$ cat config.mk
export PLATFORM = sky130hd
export DESIGN_NAME = tipc_top
export DESIGN_NICKNAME = d
export VERILOG_FILES = /design/src/design/tipc_pkg.sv /design/src/design/tipc_edge_filter.sv /design/src/design/tipc_prescale.sv /design/src/design/tipc_top.sv
export SDC_FILE = /design/constraint.sdc
export NUM_CORES = 1
export LEC_CHECK = 0
export BUFFER_PORTS_ARGS = -buffer_cell sky130_fd_sc_hd__buf_4
export CAP_MARGIN = 20
export CORE_ASPECT_RATIO = 0.6
export CORE_MARGIN = 2
export CORE_UTILIZATION = 45
export CTS_BUF_LIST = sky130_fd_sc_hd__clkbuf_16
export DETAILED_ROUTE_END_ITERATION = 8
export GPL_TIMING_DRIVEN = 0
export PLACE_DENSITY = 0.68
export SYNTH_ARGS = -nofsm -noshare
export SYNTH_HDL_FRONTEND = slang
export SYNTH_SLANG_ARGS = --single-unit
$ cat constraint.sdc
create_clock -name pclk -period 1.88 [get_ports pclk]
set_input_delay 0.094 -clock pclk [delete_from_list [all_inputs] [get_ports pclk]]
set_output_delay 0.094 -clock pclk [all_outputs]
set_load 0.01 [all_outputs]
$ cat src/design/tipc_pkg.sv
// Purpose: Shared constants and types of the interval/PPG/capture timer.
// Assumes: APB slave, 32-bit data, byte offsets below, 8-bit address.
// Notes: Mode codes are the Gray-ordered state codes of the timer.
package tipc_pkg;
    localparam int CNT_W = 16;
    localparam int PRE_MID_LOG = 2;
    localparam int PRE_SLOW_LOG = 8;

    localparam logic [7:0] OFF_DIR = 8'h00;
    localparam logic [7:0] OFF_MODE = 8'h04;
    localparam logic [7:0] OFF_PRESCALE = 8'h08;
    localparam logic [7:0] OFF_OUTCTL = 8'h0C;
    localparam logic [7:0] OFF_CMP0 = 8'h10;
    localparam logic [7:0] OFF_CMP1 = 8'h14;
    localparam logic [7:0] OFF_COUNT = 8'h18;
    localparam logic [7:0] OFF_STATUS = 8'h1C;
    localparam logic [7:0] OFF_MASK = 8'h20;
    localparam logic [7:0] OFF_LATCH = 8'h24;

    localparam int MODE_RESTART_BIT = 2;
    localparam int TOGGLE_EN_BIT = 4;
    localparam int STAT_OVF_BIT = 0;
    localparam int STAT_MATCH_BIT = 1;
    localparam int STAT_CAP_BIT = 2;
    localparam int EDGE_FIRST_POS = 4;
    localparam int EDGE_SECOND_POS = 6;
    localparam int PIN_EDGE_FIRST = 0;
    localparam int PIN_PULSE = 1;

    localparam logic [7:0] DIR_RST = 8'hFF;
    localparam logic [15:0] CNT_MAX = 16'hFFFF;

    typedef enum logic [1:0] {
        TIPC_STOP = 2'b00,
        TIPC_INTERVAL = 2'b01,
        TIPC_PPG = 2'b11,
        TIPC_MEASURE = 2'b10
    } tipc_mode_t;

    typedef enum logic [1:0] {
        TIPC_FALL = 2'b00,
        TIPC_RISE = 2'b01,
        TIPC_BAD = 2'b10,
        TIPC_BOTH = 2'b11
    } tipc_edge_t;

    typedef enum logic [1:0] {
        TIPC_DIV1 = 2'b00,
        TIPC_DIVMID = 2'b01,
        TIPC_DIVSLOW = 2'b10,
        TIPC_DIVOFF = 2'b11
    } tipc_clksel_t;

    typedef struct packed {
        logic s0;
        logic s1;
        logic level;
        logic valid_edge;
    } tipc_filt_t;

    localparam tipc_filt_t FILT_RST = '0;

    typedef struct packed {
        logic [7:0] dir;
        logic [7:0] latch;
        tipc_mode_t mode;
        logic restart;
        tipc_clksel_t clk_sel;
        logic [1:0][1:0] edge_sel;
        logic toggle_en;
        logic [1:0] mask;
        logic [15:0] cmp0;
        logic [15:0] cmp1;
        logic [15:0] cnt;
        logic running;
        logic pulse;
        logic ovf;
        logic match_f;
        logic cap_f;
        logic match_irq;
        logic cap_irq;
        logic [7:0] pin_out;
        logic [7:0] pin_oe;
        logic [31:0] prdata;
        logic pready;
        logic pslverr;
    } tipc_state_t;

    localparam tipc_state_t ST_RST = '{dir: DIR_RST, mode: TIPC_STOP,
        clk_sel: TIPC_DIV1, default: '0};
endpackage

$ cat src/design/tipc_edge_filter.sv
// Purpose: Two-sample noise filter and edge selector for one timer input.
// Assumes: Pin is synchronous to pclk; samples only on count ticks.
// Notes: Level starts low, so a pin held high at start reads as a rise.
`timescale 1ns/100ps
`default_nettype none
module tipc_edge_filter
    import tipc_pkg::*;
(
    input wire logic pclk,
    input wire logic presetn,
    input wire logic ce,
    input wire logic tick,
    input wire logic pin,
    input wire tipc_edge_t edge_sel,
    output logic valid_edge
);
    tipc_filt_t q;
    tipc_filt_t d;

    always_comb
    begin
        d = q;
        d.valid_edge = 1'b0;
        if (tick)
        begin
            d.s0 = pin;
            d.s1 = q.s0;
            // Two equal samples before the level is believed
            if (q.s0 == q.s1 && q.s1 != q.level)
            begin
                d.level = q.s1;
                case (edge_sel)
                    TIPC_FALL: d.valid_edge = ~q.s1;
                    TIPC_RISE: d.valid_edge = q.s1;
                    TIPC_BOTH: d.valid_edge = 1'b1;
                    default: d.valid_edge = 1'b0;
                endcase
            end
        end
    end

    always_ff @(posedge pclk or negedge presetn)
    begin
        if (!presetn)
            q <= FILT_RST;
        else if (ce)
            q <= d;
    end

    assign valid_edge = q.valid_edge;
endmodule
`default_nettype wire

$ cat src/design/tipc_prescale.sv
// Purpose: Count clock tick generator for the timer.
// Assumes: One pclk domain; ce freezes the divider.
// Notes: The code 11 (external edge clock) gives no tick here.
`timescale 1ns/100ps
`default_nettype none
module tipc_prescale
    import tipc_pkg::*;
#(
    parameter int MID_LOG = PRE_MID_LOG,
    parameter int SLOW_LOG = PRE_SLOW_LOG
)(
    input wire logic pclk,
    input wire logic presetn,
    input wire logic ce,
    input wire tipc_clksel_t sel,
    output logic tick
);
    typedef struct packed {
        logic [SLOW_LOG-1:0] cnt;
        logic tick;
    } tipc_pre_t;

    tipc_pre_t q;
    tipc_pre_t d;

    // Refuse divider widths that would leave the mid rate without a tick
    if (MID_LOG < 1 || SLOW_LOG <= MID_LOG)
    begin : g_bad_div
        $error("tipc_prescale: bad divider widths");
    end

    always_comb
    begin
        d = q;
        d.cnt = SLOW_LOG'(q.cnt + 1'b1);
        case (sel)
            TIPC_DIV1: d.tick = 1'b1;
            TIPC_DIVMID: d.tick = &q.cnt[MID_LOG-1:0];
            TIPC_DIVSLOW: d.tick = &q.cnt;
            default: d.tick = 1'b0;
        endcase
    end

    always_ff @(posedge pclk or negedge presetn)
    begin
        if (!presetn)
            q <= '0;
        else if (ce)
            q <= d;
    end

    assign tick = q.tick;
endmodule
`default_nettype wire

$ cat src/design/tipc_top.sv
// Purpose: 16-bit interval timer, pulse generator and width capture.
// Assumes: APB slave on pclk; port pins synchronous to pclk.
// Notes: Pin 0 is the first edge input, pin 1 pulse out / second input.
//
// Our own choices: the register addresses and register access over APB.
`timescale 1ns/100ps
`default_nettype none
module tipc_top
    import tipc_pkg::*;
#(
    parameter int MID_LOG = PRE_MID_LOG,
    parameter int SLOW_LOG = PRE_SLOW_LOG
)(
    input wire logic pclk,
    input wire logic presetn,
    input wire logic ce,
    input wire logic psel,
    input wire logic penable,
    input wire logic pwrite,
    input wire logic [7:0] paddr,
    input wire logic [31:0] pwdata,
    output logic [31:0] prdata,
    output logic pready,
    output logic pslverr,
    input wire logic [7:0] port_in,
    output logic [7:0] port_out,
    output logic [7:0] port_oe,
    output logic match_irq,
    output logic capture_irq
);
    tipc_state_t q;
    tipc_state_t d;
    logic tick;
    logic [1:0] valid_edge;
    logic wr;
    logic hit;
    logic [31:0] rd;
    logic ev_match;
    logic ev_cap;

    tipc_prescale #(
        .MID_LOG(MID_LOG),
        .SLOW_LOG(SLOW_LOG)
    ) u_pre (
        .pclk(pclk),
        .presetn(presetn),
        .ce(ce),
        .sel(q.clk_sel),
        .tick(tick)
    );

    for (genvar i = 0; i < 2; i++)
    begin : g_filt
        tipc_edge_filter u_filt (
            .pclk(pclk),
            .presetn(presetn),
            .ce(ce),
            .tick(tick),
            .pin(port_in[i]),
            .edge_sel(tipc_edge_t'(q.edge_sel[i])),
            .valid_edge(valid_edge[i])
        );
    end

    always_comb
    begin
        hit = 1'b1;
        rd = '0;
        case (paddr)
            OFF_DIR: rd[7:0] = q.dir;
            OFF_MODE: rd[2:0] = {q.restart, q.mode};
            OFF_PRESCALE: rd[7:0] = {q.edge_sel, 2'b00, q.clk_sel};
            OFF_OUTCTL: rd[TOGGLE_EN_BIT] = q.toggle_en;
            OFF_CMP0: rd[15:0] = q.cmp0;
            OFF_CMP1: rd[15:0] = q.cmp1;
            OFF_COUNT: rd[15:0] = q.cnt;
            OFF_STATUS: rd[2:0] = {q.cap_f, q.match_f, q.ovf};
            OFF_MASK: rd[1:0] = q.mask;
            OFF_LATCH: rd[7:0] = q.latch;
            default: hit = 1'b0;
        endcase
    end

    always_comb
    begin
        d = q;
        ev_match = 1'b0;
        ev_cap = 1'b0;
        wr = psel & penable & q.pready & pwrite & hit;
        // One fixed wait-free access phase keeps prdata on a flop
        d.pready = psel & ~penable;
        if (psel & ~penable)
        begin
            d.prdata = pwrite ? 32'h0000_0000 : rd;
            d.pslverr = ~hit;
        end
        if (wr)
        begin
            case (paddr)
                OFF_DIR: d.dir = pwdata[7:0];
                OFF_MODE:
                begin
                    d.mode = tipc_mode_t'(pwdata[1:0]);
                    d.restart = pwdata[MODE_RESTART_BIT];
                end
                OFF_PRESCALE:
                begin
                    d.clk_sel = tipc_clksel_t'(pwdata[1:0]);
                    d.edge_sel[0] = pwdata[EDGE_FIRST_POS +: 2];
                    d.edge_sel[1] = pwdata[EDGE_SECOND_POS +: 2];
                end
                OFF_OUTCTL: d.toggle_en = pwdata[TOGGLE_EN_BIT];
                OFF_CMP0: d.cmp0 = pwdata[15:0];
                OFF_CMP1: d.cmp1 = pwdata[15:0];
                OFF_STATUS:
                begin
                    // Write one to clear; hardware sets below win
                    d.ovf = q.ovf & ~pwdata[STAT_OVF_BIT];
                    d.match_f = q.match_f & ~pwdata[STAT_MATCH_BIT];
                    d.cap_f = q.cap_f & ~pwdata[STAT_CAP_BIT];
                end
                OFF_MASK: d.mask = pwdata[1:0];
                OFF_LATCH: d.latch = pwdata[7:0];
                default: d.mask = q.mask;
            endcase
        end
        d.running = (q.mode != TIPC_STOP);
        if (q.mode == TIPC_STOP)
            d.pulse = 1'b0;
        else if (!q.running)
        begin
            d.cnt = '0;
            d.pulse = (q.mode == TIPC_PPG);
        end
        else
        begin
            if (tick)
            begin
                if (q.cnt == CNT_MAX)
                    d.ovf = 1'b1;
                if (q.mode != TIPC_MEASURE && q.cnt == q.cmp0)
                begin
                    d.cnt = '0;
                    ev_match = 1'b1;
                    if (q.mode == TIPC_PPG)
                        d.pulse = ~q.pulse;
                end
                else
                    d.cnt = CNT_W'(q.cnt + 1'b1);
                if (q.mode == TIPC_PPG && q.cnt == q.cmp1)
                begin
                    ev_cap = 1'b1;
                    if (q.toggle_en)
                        d.pulse = ~d.pulse;
                end
            end
            if (q.mode == TIPC_MEASURE)
            begin
                if (valid_edge[0])
                begin
                    d.cmp1 = q.cnt;
                    ev_cap = 1'b1;
                    if (q.restart)
                        d.cnt = '0;
                end
                if (valid_edge[1])
                begin
                    d.cmp0 = q.cnt;
                    ev_match = 1'b1;
                end
            end
        end
        if (ev_match)
            d.match_f = 1'b1;
        if (ev_cap)
            d.cap_f = 1'b1;
        d.match_irq = ev_match & ~q.mask[0];
        d.cap_irq = ev_cap & ~q.mask[1];
        d.pin_out = q.latch;
        d.pin_out[PIN_PULSE] = q.latch[PIN_PULSE] | q.pulse;
        d.pin_oe = ~q.dir;
    end

    always_ff @(posedge pclk or negedge presetn)
    begin
        if (!presetn)
            q <= ST_RST;
        else if (ce)
            q <= d;
    end

    assign prdata = q.prdata;
    assign pready = q.pready;
    assign pslverr = q.pslverr;
    assign port_out = q.pin_out;
    assign port_oe = q.pin_oe;
    assign match_irq = q.match_irq;
    assign capture_irq = q.cap_irq;

    // Helper flag: low only in the first cycle after reset release
    logic seen_q;
    always_ff @(posedge pclk or negedge presetn)
    begin
        if (!presetn)
            seen_q <= 1'b0;
        else
            seen_q <= 1'b1;
    end
endmodule
`default_nettype wire

=== After elaboration in Yosys (flattened, before gate mapping) ===
Cells that the tools add are included.

* Bits in registers: 150
* Logic and storage cells: 173
* Output and inout bits: 52
* Input port bits: 54

* Bitwise gates (word level): 24
* Reductions and logical operators: 31
* Muxes and demuxes: 56
* Eq/ne operators: 26
* Add/sub/neg operators: 2

{| class="wikitable"
|+ Operator list
! kind !! count
|-
| 16-bit two-way mux || 8
|-
| 32-bit two-way mux || 3
|-
| 48-bit two-way mux || 2
|-
| 16-bit equality test || 2
|-
| 8-bit by 5-bit equality test with 1-bit output, second input constant || 4
|-
| 1-bit two-way mux || 31
|-
| 3-bit AND reduction || 10
|-
| 8-bit case mux with 3 select lines || 1
|-
| 2-bit case mux with 9 select lines || 1
|-
| 3-bit case mux with 6 select lines || 1
|-
| 16-bit by 1-bit adder with 16-bit output, second input constant || 1
|-
| 16-bit equality test, second input constant || 1
|-
| 8-bit by 4-bit equality test with 1-bit output, second input constant || 2
|-
| 8-bit by 6-bit equality test with 1-bit output, second input constant || 2
|-
| 1-bit case mux with 7 select lines || 2
|-
| 1-bit NOT || 12
|-
| 1-bit bitwise AND || 10
|-
| 2-bit equality test, second input constant || 5
|-
| 2-bit AND reduction || 5
|-
| 2-bit nonzero test || 5
|-
| 10-bit OR reduction || 1
|-
| 1-bit case mux with 3 select lines || 3
|-
| 8-bit by 1-bit adder with 8-bit output, second input constant || 1
|-
| 8-bit by 3-bit equality test with 1-bit output, second input constant || 1
|-
| other kinds (14) || 25
|}

=== Longest topological paths before layout ===
Gate-level depths: netlist of run 1.

* Word-level depth: 12
* Gate-level depth with buffers: 9
* Depth with buffers taken out: 6

=== Modules after synthesis ===
A second synthesis of run 1 with hierarchy kept.

* Cells, all modules: 727
* Area total of the unflattened synthesis: 7,434.6 sq um

{| class="wikitable"
|+ By module, submodules not included
! module !! instances !! area an instance (sq um) !! seq. area each (sq um) !! cells each
|-
| tipc_top || 1 || 6,640.1 || 2,937.8 || 659
|-
| tipc_prescale || 1 || 406.6 || 225.2 || 32
|-
| tipc_edge_filter || 2 || 193.9 || 100.1 || 18
|}

=== Worst setup path after synthesis of run 1 ===
Ideal clock, no wire load.

* Kind: input-to-reg
* Start point: in paddr[1]
* End point: reg q[83] in the netlist's numbering
* Data arrival time: 2.148 ns
* Library setup time: 0.118 ns
* Slack: -0.386 ns
* Path buffers: 4
* Stages: 9
* Required time: 1.762 ns
* Cell sequence: or4_1 -> buf_2 -> a2111o_1 -> buf_2 -> or4_4 -> buf_6 -> buf_6 -> o22ai_2 -> nor2_1

* Longest elaborated chain between the ends: 9

{| class="wikitable"
|+ Ends and longest elaborated chain
! element !! RTL line !! RTL
|-
| start: declaration || tipc_top.sv:20 || <nowiki>input wire logic [7:0] paddr,</nowiki>
|-
| 8-bit by 6-bit equality test with 1-bit output, or another cell as far along || tipc_top.sv:69 || <nowiki>case (paddr)</nowiki>
|-
| 10-bit OR reduction (no source line) || - ||
|-
| 1-bit two-way mux || tipc_top.sv:69 ||
|-
| 1-bit bitwise AND || tipc_top.sv:89 || <nowiki>wr = psel & penable & q.pready & pwrite & hit;</nowiki>
|-
| 32-bit two-way mux (*) || tipc_top.sv:97 || <nowiki>if (wr)</nowiki>
|-
| 32-bit two-way mux || tipc_top.sv:159 || <nowiki>if (valid_edge[0])</nowiki>
|-
| 48-bit two-way mux || tipc_top.sv:157 || <nowiki>if (q.mode == TIPC_MEASURE)</nowiki>
|-
| 32-bit two-way mux || tipc_top.sv:130 || <nowiki>else if (!q.running)</nowiki>
|-
| 48-bit two-way mux (*) || tipc_top.sv:128 || <nowiki>if (q.mode == TIPC_STOP)</nowiki>
|-
| end signal: assignment || tipc_top.sv:187 || <nowiki>q <= ST_RST;</nowiki>
|-
| end signal: assignment || tipc_top.sv:189 || <nowiki>q <= d;</nowiki>
|-
| end: declaration || tipc_top.sv:31 || <nowiki>tipc_state_t q;</nowiki>
|}

Every way passes the cells marked *; elsewhere a longest branch is shown, timed or not.
A chain may end at the register's enable or synchronous reset.

=== Final worst setup path of run 1 ===
* Start point: reg q[66] in the netlist's numbering
* End point: reg q[55] in the netlist's numbering

* Longest elaborated chain between the ends: 12

{| class="wikitable"
|+ Ends and longest elaborated chain
! element !! RTL line !! RTL
|-
| 16-bit equality test || tipc_top.sv:141 || <nowiki>if (q.mode != TIPC_MEASURE && q.cnt == q.cmp0)</nowiki>
|-
| 1-bit logical AND || tipc_top.sv:141 ||
|-
| 1-bit two-way mux || tipc_top.sv:141 ||
|-
| 1-bit two-way mux || tipc_top.sv:137 || <nowiki>if (tick)</nowiki>
|-
| 1-bit two-way mux || tipc_top.sv:130 ||
|-
| 1-bit two-way mux || tipc_top.sv:128 ||
|-
| 1-bit NOT || tipc_top.sv:154 || <nowiki>d.pulse = ~d.pulse;</nowiki>
|-
| 1-bit two-way mux || tipc_top.sv:153 || <nowiki>if (q.toggle_en)</nowiki>
|-
| 1-bit two-way mux (*) || tipc_top.sv:150 || <nowiki>if (q.mode == TIPC_PPG && q.cnt == q.cmp1)</nowiki>
|-
| 2-bit two-way mux (*) || tipc_top.sv:137 ||
|-
| 1-bit two-way mux (*) || tipc_top.sv:130 ||
|-
| 1-bit two-way mux (*) || tipc_top.sv:128 ||
|}

Every way passes the cells marked *; elsewhere a longest branch is shown, timed or not. The select of a mux whose other input is x is not followed.

==> results of run 1 <==
-- per-stage QoR --
stage          cell area (um^2)  TNS [ns]  hold WS (ns)  instances
5_1_grt                    9960     -7.56        0.0438       1106
6_report                   9960     -5.28        0.0469       1106
3_5_place_dp               8180    -61.72         0.128       1017
4_1_cts                    9530     -3.51        0.0332       1094
2_1_floorplan              7410    -11.47        -0.202        748
3_3_place_gp               8150    -61.72         0.329       1016
-- cell type report --
class | instances | area (um^2)
plain buffers | 81 | 602
clock buffers | 17 | 425
clock inverters | 15 | 134
fillers | 1221 | 5590
inverters | 15 | 56.3
multi-input cells | 502 | 3890
flip-flops and latches | 134 | 3380
well taps | 203 | 254
repair buffers | 139 | 1220
-- cell families (layout without fill, tap and decap cells) --
kind of cell | after synthesis | after routing | share of synthesized area
multiplexers | 47 | 47 | 0.0739
adder cells (fa/ha/maj) | 2 | 2 | 0.00344
buffers and inverters | 112 | 267 | 0.0856
XOR/XNOR | 41 | 41 | 0.0513
AND/OR/NAND/NOR | 229 | 229 | 0.151
other | 1 | 16 | 0.000516
AO/OA/AOI/OAI | 167 | 167 | 0.172
flip-flops | 134 | 134 | 0.463
-- sequential cells by signal, summed over array words and instances (netlist names) --
| name | flops |
|---|---|
| port_oe | 8 |
| g_filt.u_filt.valid_edge | 2 |
| g_filt.u_filt.q | 6 |
| u_pre.q | 8 |
| match_irq | 1 |
| pready | 1 |
| capture_irq | 1 |
| u_pre.tick | 1 |
| q | 74 |
| d | 7 |
| pslverr | 1 |
| port_out | 8 |
| prdata | 16 |
-- how the worst max path moves through the flow --
stage | from | endpoint | slack, ns
after detailed placement | q[66] | q[69] | -0.85
after global placement | paddr[1] | d[42] | -0.84
after floorplan | paddr[1] | q[83] | -0.35
after global routing | q[66] | q[55] | -0.29
final | q[66] | q[55] | -0.23
after CTS | q[63] | q[59] | -0.18
-- timing repair --
item                                   4_1_cts  5_1_grt
setup buffers                               32       19
gates resized for setup                     90       94
hold buffers                                19        0
gates cloned                                 3        0
endpoints found under the hold margin       91        0
pin swaps                                   19       29
setup endpoints to repair                   93       84
-- per-layer routing --
layer	track usage	vias to the layer above
met4	0.0749	0
met5	0	-
met2	0.410	424
met3	0.0620	37
met1	0.434	3281
li1	-	2896
-- worst register-to-register path, stage by stage (launching register included) --
cell                      delay [ns]
sky130_fd_sc_hd__dfrtp_2        0.51
sky130_fd_sc_hd__xor2_2         0.24
sky130_fd_sc_hd__nor4_4         0.31
sky130_fd_sc_hd__nand4_1        0.28
sky130_fd_sc_hd__nor3_2         0.32
sky130_fd_sc_hd__xnor3_1        0.25
sky130_fd_sc_hd__o21ai_1        0.14
-- cells in the mapped netlist (13+ instances only) --
master / count
sky130_fd_sc_hd__a21oi_1: 20
sky130_fd_sc_hd__buf_4: 49
sky130_fd_sc_hd__clkbuf_1: 40
sky130_fd_sc_hd__dfrtp_1: 126
sky130_fd_sc_hd__inv_1: 15
sky130_fd_sc_hd__mux2_2: 43
sky130_fd_sc_hd__nand2_1: 69
sky130_fd_sc_hd__nand2b_1: 13
sky130_fd_sc_hd__nand4_1: 16
sky130_fd_sc_hd__nor2_1: 65
sky130_fd_sc_hd__o21ai_0: 50
sky130_fd_sc_hd__o221a_2: 16
sky130_fd_sc_hd__xor2_1: 34
-- power by group through the flow --
stage / combinational, uW / sequential, uW / clock (uW)
finish: 664 / 3180 / 3210
global route: 727 / 3200 / 3380
CTS: 648 / 3170 / 3220
detailed placement: 602 / 3220 / 0
global placement: 576 / 3210 / 0
floorplan: 340 / 3180 / 0
==> out/qor.json, run 1 <==
{
  "failed_checks": "negative setup slack",
  "cts.path.max_buffers": 2,
  "most-common-layout-cells": "sky130_fd_sc_hd__buf_4 (150), sky130_fd_sc_hd__dfrtp_1 (114), sky130_fd_sc_hd__nand2_1 (69)",
  "synthDominantAreaCellType": "sky130_fd_sc_hd__dfrtp_1",
  "post-place-ws_ns": -0.847,
  "ys_types": 58,
  "hold-path-cell-count": 2,
  "cap_violations": 0,
  "rr_startpoint": "q[66]",
  "path_clk_slew_ns": 0.06,
  "grt_overflow": 0,
  "numCtsBuffers": 17,
  "grt_setup_unrepaired": "yes",
  "p_seq_frac": 0.451,
  "number_of_standard_cell_rows_in_the_floorplan": 35,
  "number_of_buffers_inserted_by_port_buffering": 65,
  "synth-warning-count": 0,
  "route.vias.total": 6638,
  "worst-r2r-cell-count": 6,
  "postRouteWirelength_um": 24300,
  "worstPathMaxFanout": 8,
  "critPathBufInv": 0,
  "largest_net_degree_at_the_start_of_global_routing": 73,
  "vdd_drop_max_uv": 468,
  "wl_met3_um": 2580,
  "comb_power_share": 0.094,
  "share_of_yosys_cell_area_claimed_by_the_top_area_cell_type": 0.434,
  "cts_max_level": 4,
  "finalHoldViolations": 0,
  "cp_cell_sequence": "xor2_2 -> nor4_4 -> nand4_1 -> nor3_2 -> xnor3_1 -> o21ai_1",
  "floorplan.die.height_um": 102,
  "r2r_setup_slack_ns": -0.23,
  "stages_on_the_worst_setup_path": 6,
  "post-route-period-util": 1.12,
  "cts_sinks": 134,
  "synth-edff-count": 0,
  "power.internal_uw": 5160,
  "viasPerCell": 6.00,
  "antenna_found_initial": 0,
  "synth_seq_cells": 134,
  "worst_hold_path_type": "in2reg",
  "finalClockSkew_ns": 0.00982,
  "post_route_utilization": 0.641,
  "grt_usage": 0.285,
  "post_synthesis_cell_area_um2": 7260,
  "synthFlopType": "sky130_fd_sc_hd__dfrtp_1",
  "crit_slowest_cell": "sky130_fd_sc_hd__dfrtp_2",
  "drive_above_1_share": 0.416,
  "met1_length_um": 11200,
  "worst_hold_path.endpoint": "q[126]",
  "setup_viol": 44,
  "timing.final.max_slew_violations": 0,
  "detail-route-antenna-nets": 0,
  "critical_path_arrival_ns": 2.46,
  "die_x_um": 168,
  "postSynth.asyncResetShare": 1.00,
  "sum_of_met2_wire_segment_lengths_after_detailed_routing_um": 10100,
  "core_area_um2": 15500,
  "synthesis.instances": 733,
  "crit_type": "reg2reg",
  "power_density_nw_per_um2": 708,
  "total_switching_power_uw": 1890,
  "gp_congestion": 0.910,
  "clock_latency_ns": 0.42,
  "place.detailed.hpwl_um": 16500,
  "netSwitchingFraction": 0.268,
  "worstHoldStart": "pwdata[1]",
  "finalPower_uw": 7050,
  "slew_headroom": 0.486,
  "drc": 0,
  "cts_root_buffer": "sky130_fd_sc_hd__clkbuf_16",
  "worstReg2RegEnd": "q[55]",
  "cts_tree": "done",
  "initial_utilization": 0.467,
  "area_growth_pct": 37.1,
  "ys_seq_area_frac": 0.463,
  "worst_pin_slew_ns": 0.772,
  "avgRoutedWirePerCell_um": 21.9,
  "ios": 106,
  "final_nets": 946,
  "endpoint_kind": "flip-flop",
  "static-leakage-power_uw": 0.00447,
  "timing.final.crit_period_ns": 2.11,
  "crit_family": "simple AND/OR/NAND/NOR gates",
  "first_global_vias": 6309,
  "start_kind": "flip-flop",
  "design.die.area_um2": 17200,
  "drtIter0Drc": 838,
  "drtPass1Iterations": 8,
  "fmaxAchievable_ghz": 0.473,
  "layout.cells.most_common": "sky130_fd_sc_hd__buf_4",
  "antenna_cells": 0,
  "yosys-top-cells-area": "sky130_fd_sc_hd__dfrtp_1 (43%), sky130_fd_sc_hd__mux2_2 (6.7%), sky130_fd_sc_hd__buf_4 (5.1%), sky130_fd_sc_hd__xor2_1 (4.1%), sky130_fd_sc_hd__nand2_1 (3.6%)",
  "first_pass_grt_wire_length_um": 36600,
  "syn_area_per_cell_um2": 9.91,
  "finalWorstSetupSlack_ns": -0.235,
  "worst_path_largest_cell_delay_ns": 0.51,
  "run_status": "finished, violations left",
  "clock_power_share": 0.455,
  "worstPathRequired_ns": 2.23,
  "topRoutingLayerUsed": "met4"
}
No activity file was read; power rests on OpenSTA's default activity.
==> inputs of run 2 (changes only) <==
Settings changed: CORE_UTILIZATION 45 to 50, PLACE_DENSITY 0.68 to 0.71.
Clock period 1.88 ns to 2 ns, I/O delays scaled along.
==> out/qor.json, run 2 (synthesis results as in run 1) <==
{
  "critical_path_arrival": {"value": 2.43, "unit": "ns", "change": "-0.03 ns"},
  "finalHoldViolations": {"value": 0, "change": "unchanged"},
  "cts_root_buffer": "sky130_fd_sc_hd__clkbuf_16",
  "antenna_found_initial": {"value": 0, "change": "unchanged"},
  "area_growth_pct": 32.9,
  "slew_headroom": {"value": 0.498, "change": "+0.0127"},
  "clock_latency": {"value": 0.42, "unit": "ns", "change": "about the same"},
  "tns": {"value": -0.420, "unit": "ns", "change": "+4.86 ns"},
  "drtPass1Iterations": {"value": 7, "change": "-1"},
  "timing.final.crit_period": {"value": 2.08, "unit": "ns", "change": "-0.0327 ns"},
  "place.detailed.hpwl": {"value": 16200, "unit": "um", "change": "-1.7%"},
  "layout.cells.most_common": "sky130_fd_sc_hd__buf_4",
  "worstPathMaxFanout": {"value": 6, "change": "-2"},
  "first_pass_grt_wire_length": {"value": 35600, "unit": "um", "change": "-2.9%"},
  "finalClockSkew": {"value": 0.0109, "unit": "ns", "change": "+0.00112 ns"},
  "drtIter0Drc": {"value": 927, "change": "+11%"},
  "registers.top_by_ff_count": "q",
  "netSwitchingFraction": {"value": 0.260, "change": "-0.00795"},
  "worstPathRequired": {"value": 2.35, "unit": "ns", "change": "+0.12 ns"},
  "largest_register_ff_count": {"value": 74, "change": "unchanged"},
  "number_of_standard_cell_rows_in_the_floorplan": {"value": 34, "change": "-2.9%"},
  "detail-route-antenna-nets": {"value": 0, "change": "unchanged"},
  "post-route-period-util": {"value": 1.04, "change": "-0.0839"},
  "numCtsBuffers": {"value": 17, "change": "unchanged"},
  "cap_violations": {"value": 0, "change": "unchanged"},
  "most-common-layout-cells": "sky130_fd_sc_hd__buf_4 (145), sky130_fd_sc_hd__dfrtp_1 (113), sky130_fd_sc_hd__nand2_1 (68)",
  "place.detailed.instances": {"value": 1012, "change": "-0.49%"},
  "fmaxAchievable": {"value": 0.480, "unit": "GHz", "change": "+1.6%"},
  "finalWorstSetupSlack": {"value": -0.0818, "unit": "ns", "change": "+0.153 ns"},
  "cts_max_level": {"value": 4, "change": "unchanged"},
  "worst_pin_slew": {"value": 0.752, "unit": "ns", "change": "-0.0191 ns"},
  "worst_path_largest_cell_delay": {"value": 0.47, "unit": "ns", "change": "-0.04 ns"},
  "postRouteWirelength": {"value": 23700, "unit": "um", "change": "-2.5%"},
  "grt_overflow": {"value": 0, "change": "unchanged"},
  "crit_slowest_cell": "sky130_fd_sc_hd__dfrtp_2",
  "vdd_drop_max": {"value": 540, "unit": "uV", "change": "+15%"},
  "number_of_buffers_inserted_by_port_buffering": {"value": 65, "change": "unchanged"},
  "crit_type": "reg2reg",
  "cts.path.max_buffers": {"value": 2, "change": "unchanged"},
  "setup_viol": {"value": 16, "change": "-64%"},
  "final_nets": {"value": 935, "change": "-1.2%"},
  "antenna_cells": {"value": 0, "change": "unchanged"},
  "power.internal": {"value": 4970, "unit": "uW", "change": "-3.7%"},
  "endpoint_kind": "flip-flop",
  "drive_above_1_share": {"value": 0.395, "change": "-0.0218"},
  "failed_checks": "negative setup slack",
  "timing.final.max_slew_violations": {"value": 0, "change": "unchanged"},
  "die_x": {"value": 160, "unit": "um", "change": "-5.0%"},
  "avgRoutedWirePerCell": {"value": 21.7, "unit": "um", "change": "-1.0%"},
  "gp_congestion": {"value": 0.900, "change": "-1.1%"},
  "power_density": {"value": 696, "unit": "nW/um^2", "change": "-1.7%"},
  "path_clk_slew": {"value": 0.06, "unit": "ns", "change": "about the same"},
  "clock_power_share": {"value": 0.464, "change": "+0.009"},
  "first_global_vias": {"value": 6223, "change": "-1.4%"},
  "floorplan.die.height": {"value": 97.4, "unit": "um", "change": "-4.9%"},
  "largest_net_degree_at_the_start_of_global_routing": {"value": 69, "change": "-5.5%"},
  "start_kind": "flip-flop",
  "design.die.area": {"value": 15500, "unit": "um^2", "change": "-9.7%"},
  "cp_cell_sequence": "xor2_1 -> nor4_2 -> nand4_1 -> nor3_2 -> xnor3_1 -> o21ai_1",
  "grt_setup_unrepaired": "yes",
  "ios": {"value": 106, "change": "unchanged"},
  "p_seq_frac": {"value": 0.445, "change": "-0.006"},
  "drc": {"value": 0, "change": "unchanged"},
  "core_area": {"value": 14300, "unit": "um^2", "change": "-7.8%"},
  "comb_power_share": {"value": 0.092, "change": "-0.002"},
  "initial_utilization": {"value": 0.507, "change": "+0.0394"},
  "grt_usage": {"value": 0.302, "change": "+0.0174"},
  "stdcell_count": {"value": 1090, "change": "-1.4%"},
  "route.vias.total": {"value": 6642, "change": "+0.060%"},
  "num-fill-cells": {"value": 1084, "change": "-11%"},
  "viasPerCell": {"value": 6.09, "change": "+1.5%"},
  "run_status": "finished, violations left",
  "cts_tree": "done",
  "total_switching_power": {"value": 1740, "unit": "uW", "change": "-7.5%"},
  "static-leakage-power": {"value": 0.00437, "unit": "uW", "change": "-2.3%"},
  "worst_hold_path_type": "in2reg",
  "cts_sinks": {"value": 134, "change": "unchanged"}
}
run 2: final timing paths:
check                      startpoint          to  slack (ns)  cells after the start
max in group asynchronous     presetn      q[125]        0.92                      3
max                             q[62]       q[55]       -0.08                      6
max reg2reg                     q[62]       q[55]       -0.08                      6
min in group asynchronous     presetn  prdata[11]        0.26                      2
min reg2reg                u_pre.q[6]  u_pre.q[6]        0.47                      1
min                         pwdata[0]       d[42]        0.03                      2
run 2: power by group through the flow:
stage               clock network [uW]  logic [uW]  registers [uW]
floorplan                            0         319            2990
global placement                     0         536            3010
detailed placement                   0         568            3030
CTS                               3140         606            2980
global route                      3270         677            3010
finish                            3110         615            2990
run 2: area by class of cell:
type / instances / area [um^2] / area share
timing repair buffer: 129 / 1110 / 0.115
clock inverter: 15 / 155 / 0.0161
multi-input combinational: 502 / 3710 / 0.384
inverter: 15 / 56.3 / 0.00583
clock buffer: 17 / 425 / 0.0441
buffer: 80 / 572 / 0.0592
sequential: 134 / 3380 / 0.350
tap: 198 / 248 / 0.0257
run 2: metal layers:
layer  track usage  part of all wire  vias up
li1              -                 -     2879
met1         0.466              0.45     3277
met2         0.415              0.42      427
met3        0.0837              0.11       59
met4        0.0797             0.018        0
met5             0                 0        -
run 2: timing repair:
action,4_1_cts,5_1_grt
hold buffers,17,0
hold endpoints to repair,92,0
pin swaps,17,26
setup endpoints to repair,89,65
gates cloned,3,0
buffers inserted,14,29
gates resized for setup,82,60
run 2: stage by stage:
| stage | cell area, um^2 | utilization | worst slack [ns] | hold slack, ns | total power (uW) |
|---|---|---|---|---|---|
| 2_1_floorplan | 7340 | - | -0.238 | -0.196 | 3310 |
| 3_3_place_gp | 8080 | 0.564 | -0.976 | 0.337 | 3550 |
| 3_5_place_dp | 8110 | 0.566 | -0.845 | 0.152 | 3590 |
| 4_1_cts | 9200 | 0.641 | -0.138 | 0.0163 | 6720 |
| 5_1_grt | 9660 | 0.674 | -0.152 | 0.0255 | 6960 |
| 6_report | 9660 | 0.674 | -0.0818 | 0.0268 | 6720 |
run 2: critical path: cells and delay by family, from the launching register on:
kind	cells	cell delay (ns)
and+or+nand+nor	3	0.95
DFF	1	0.47
xor gates and xnor gates	2	0.46
AOI/OAI and AO/OA	1	0.13
==> inputs of run 3 (changes only) <==
Settings changed: PLACE_DENSITY 0.71 to 0.69.
==> out/qor.json, run 3 (synthesis results as in run 1) <==
{
  "number_of_standard_cell_rows_in_the_floorplan": {"value": 34, "change": "unchanged"},
  "antenna_cells": {"value": 0, "change": "unchanged"},
  "ios": {"value": 106, "change": "unchanged"},
  "route.vias.total": {"value": 6589, "change": "-0.80%"},
  "timing.final.crit_period": {"value": 2.07, "unit": "ns", "change": "-0.0164 ns"},
  "run_status": "finished, violations left",
  "number_of_buffers_inserted_by_port_buffering": {"value": 65, "change": "unchanged"},
  "power_density": {"value": 695, "unit": "nW/um^2", "change": "-0.15%"},
  "cts_root_buffer": "sky130_fd_sc_hd__clkbuf_16",
  "numCtsBuffers": {"value": 17, "change": "unchanged"},
  "clock_power_share": {"value": 0.455, "change": "-0.009"},
  "first_pass_grt_wire_length": {"value": 36000, "unit": "um", "change": "+1.2%"},
  "vdd_drop_max": {"value": 527, "unit": "uV", "change": "-2.3%"},
  "viasPerCell": {"value": 6.08, "change": "-0.25%"},
  "fmaxAchievable": {"value": 0.484, "unit": "GHz", "change": "+0.80%"},
  "worstPathMaxFanout": {"value": 7, "change": "+1"},
  "p_seq_frac": {"value": 0.453, "change": "+0.008"},
  "critical_path_arrival": {"value": 2.38, "unit": "ns", "change": "-0.05 ns"},
  "initial_utilization": {"value": 0.507, "change": "unchanged"},
  "core_area": {"value": 14300, "unit": "um^2", "change": "unchanged"},
  "largest_net_degree_at_the_start_of_global_routing": {"value": 75, "change": "+8.7%"},
  "die_x": {"value": 160, "unit": "um", "change": "unchanged"},
  "cts_sinks": {"value": 134, "change": "unchanged"},
  "finalClockSkew": {"value": 0.0126, "unit": "ns", "change": "+0.00161 ns"},
  "grt_setup_unrepaired": "yes",
  "start_kind": "flip-flop",
  "crit_type": "reg2reg",
  "path_clk_slew": {"value": 0.06, "unit": "ns", "change": "about the same"},
  "worst_pin_slew": {"value": 0.780, "unit": "ns", "change": "+0.0275 ns"},
  "timing.final.max_slew_violations": {"value": 0, "change": "unchanged"},
  "num-fill-cells": {"value": 1098, "change": "+1.3%"},
  "detail-route-antenna-nets": {"value": 0, "change": "unchanged"},
  "seqCellArea": {"value": 3380, "unit": "um^2", "change": "unchanged"},
  "layout.cells.most_common": "sky130_fd_sc_hd__buf_4",
  "r2r_setup_slack": {"value": -0.07, "unit": "ns", "change": "+0.02 ns"},
  "floorplan.die.height": {"value": 97.4, "unit": "um", "change": "unchanged"},
  "gp_congestion": {"value": 0.932, "change": "+3.5%"},
  "post-route-period-util": {"value": 1.03, "change": "-0.00822"},
  "netSwitchingFraction": {"value": 0.265, "change": "+0.00579"},
  "setup_viol": {"value": 15, "change": "-1"},
  "final_nets": {"value": 929, "change": "-0.64%"},
  "failed_checks": "negative setup slack",
  "largest_register_ff_count": {"value": 74, "change": "unchanged"},
  "worstPathRequired": {"value": 2.32, "unit": "ns", "change": "-0.03 ns"},
  "worst_hold_path_type": "in2reg",
  "cts_max_level": {"value": 4, "change": "unchanged"},
  "place.detailed.instances": {"value": 1012, "change": "unchanged"},
  "crit_slowest_cell": "sky130_fd_sc_hd__dfrtp_2",
  "static-leakage-power": {"value": 0.00429, "unit": "uW", "change": "-1.7%"},
  "design.die.area": {"value": 15500, "unit": "um^2", "change": "unchanged"},
  "antenna_found_initial": {"value": 0, "change": "unchanged"},
  "postRouteWirelength": {"value": 23600, "unit": "um", "change": "about the same"},
  "endpoint_kind": "flip-flop",
  "finalWorstSetupSlack": {"value": -0.0654, "unit": "ns", "change": "+0.0164 ns"},
  "hold-path-cell-count": {"value": 2, "change": "unchanged"},
  "most-common-layout-cells": "sky130_fd_sc_hd__buf_4 (143), sky130_fd_sc_hd__dfrtp_1 (113), sky130_fd_sc_hd__nand2_1 (68)",
  "drc": {"value": 0, "change": "unchanged"},
  "slew_headroom": {"value": 0.480, "change": "-0.0184"},
  "footprint_of_the_multi_input_gates": {"value": 3630, "unit": "um^2", "change": "-2.0%"},
  "worst_path_largest_cell_delay": {"value": 0.49, "unit": "ns", "change": "+0.02 ns"},
  "post_route_utilization": {"value": 0.661, "change": "-0.0120"},
  "cts.path.max_buffers": {"value": 2, "change": "unchanged"},
  "cts_tree": "done",
  "drive_above_1_share": {"value": 0.380, "change": "-0.0143"},
  "comb_power_share": {"value": 0.092, "change": "about the same"},
  "total_switching_power": {"value": 1750, "unit": "uW", "change": "+0.25%"},
  "area_growth_pct": 30.6,
  "grt_overflow": {"value": 0, "change": "unchanged"},
  "first_global_vias": {"value": 6297, "change": "+1.2%"},
  "finalHoldViolations": {"value": 0, "change": "unchanged"},
  "cap_violations": {"value": 0, "change": "unchanged"},
  "clock_latency": {"value": 0.43, "unit": "ns", "change": "about the same"},
  "power.internal": {"value": 4840, "unit": "uW", "change": "-2.7%"},
  "drtPass1Iterations": {"value": 6, "change": "-1"},
  "avgRoutedWirePerCell": {"value": 21.8, "unit": "um", "change": "+0.46%"},
  "drtIter0Drc": {"value": 852, "change": "-8.1%"},
  "stdcell_count": {"value": 1084, "change": "-0.55%"},
  "cp_cell_sequence": "xor2_2 -> nor4_4 -> nand4_1 -> buf_6 -> o21ai_4 -> buf_8 -> o21ai_2 -> a22o_1",
  "worst-r2r-cell-count": {"value": 8, "change": "+2"},
  "registers.top_by_ff_count": "q",
  "grt_usage": {"value": 0.304, "change": "+0.00206"},
  "place.detailed.hpwl": {"value": 16100, "unit": "um", "change": "-0.55%"}
}
-- run 3: cell count changes in the layout (fill, tap and decap cells not counted), sizes merged --
cell,before,now
buf,171,163
clkbuf,38,41
bufinv,2,1
clkinv,8,7
clkinvlp,1,2
dlygate4sd3,17,16
inv,19,20
-- run 3: power groups by stage --
stage | logic, uW | clock network [uW] | registers, uW
2_1_floorplan | 319 | 0 | 2990
3_3_place_gp | 534 | 0 | 3010
3_5_place_dp | 567 | 0 | 3020
4_1_cts | 601 | 3010 | 2980
5_1_grt | 669 | 3130 | 3000
6_report | 609 | 3000 | 2980
-- run 3: final timing paths --
check | start | end
worst max-delay path | q[63] | q[62]
worst min-delay path | pwdata[0] | q[115]
worst max register to register | q[63] | q[62]
worst min register to register | u_pre.q[6] | u_pre.q[6]
max in group asynchronous | presetn | q[59]
min in group asynchronous | presetn | port_out[5]
-- run 3: area by class of cell --
class / count / area share
tap: 198 / 0.0261
timing repair buffer: 123 / 0.111
clock buffer: 17 / 0.0449
multi-input combinational: 502 / 0.383
sequential: 134 / 0.356
buffer: 80 / 0.0594
clock inverter: 15 / 0.0135
inverter: 15 / 0.00594
-- run 3: per-stage QoR --
stage	TNS [ns]	power, uW	setup WS (ns)	hold WS [ns]	area (um^2)
after floorplan	-6.73	3310	-0.238	-0.196	7340
after global placement	-53.66	3550	-0.860	0.341	8080
after detailed placement	-53.12	3590	-0.829	0.117	8110
after CTS	-0.0789	6590	-0.0359	0.000801	9110
after global routing	-1.74	6800	-0.119	0.00928	9480
final	-0.547	6590	-0.0654	0.00915	9480
-- run 3: routing by layer --
layer / global-route usage / share of wire / vias up
li1: - / - / 2869
met5: 0 / 0 / -
met3: 0.0866 / 0.12 / 47
met2: 0.422 / 0.42 / 409
met4: 0.0790 / 0.015 / 0
met1: 0.465 / 0.45 / 3264
-- run 3: timing repair --
action                                  CTS  global route
pin swaps                                 8            18
hold endpoints to repair                 90             0
hold buffers                             16             0
buffers inserted                         20            17
gates cloned                              2             2
gates resized for setup                  58            68
endpoints found under the setup margin   87            71
-- run 3: critical path, delay by kind of cell (launching register included) --
| family | cells | cell delay (ns) |
|---|---|---|
| flip-flops | 1 | 0.49 |
| AND/OR/NAND/NOR | 2 | 0.47 |
| AO/OA/AOI/OAI | 3 | 0.46 |
| buffers and inverters | 2 | 0.31 |
| XOR/XNOR | 1 | 0.22 |
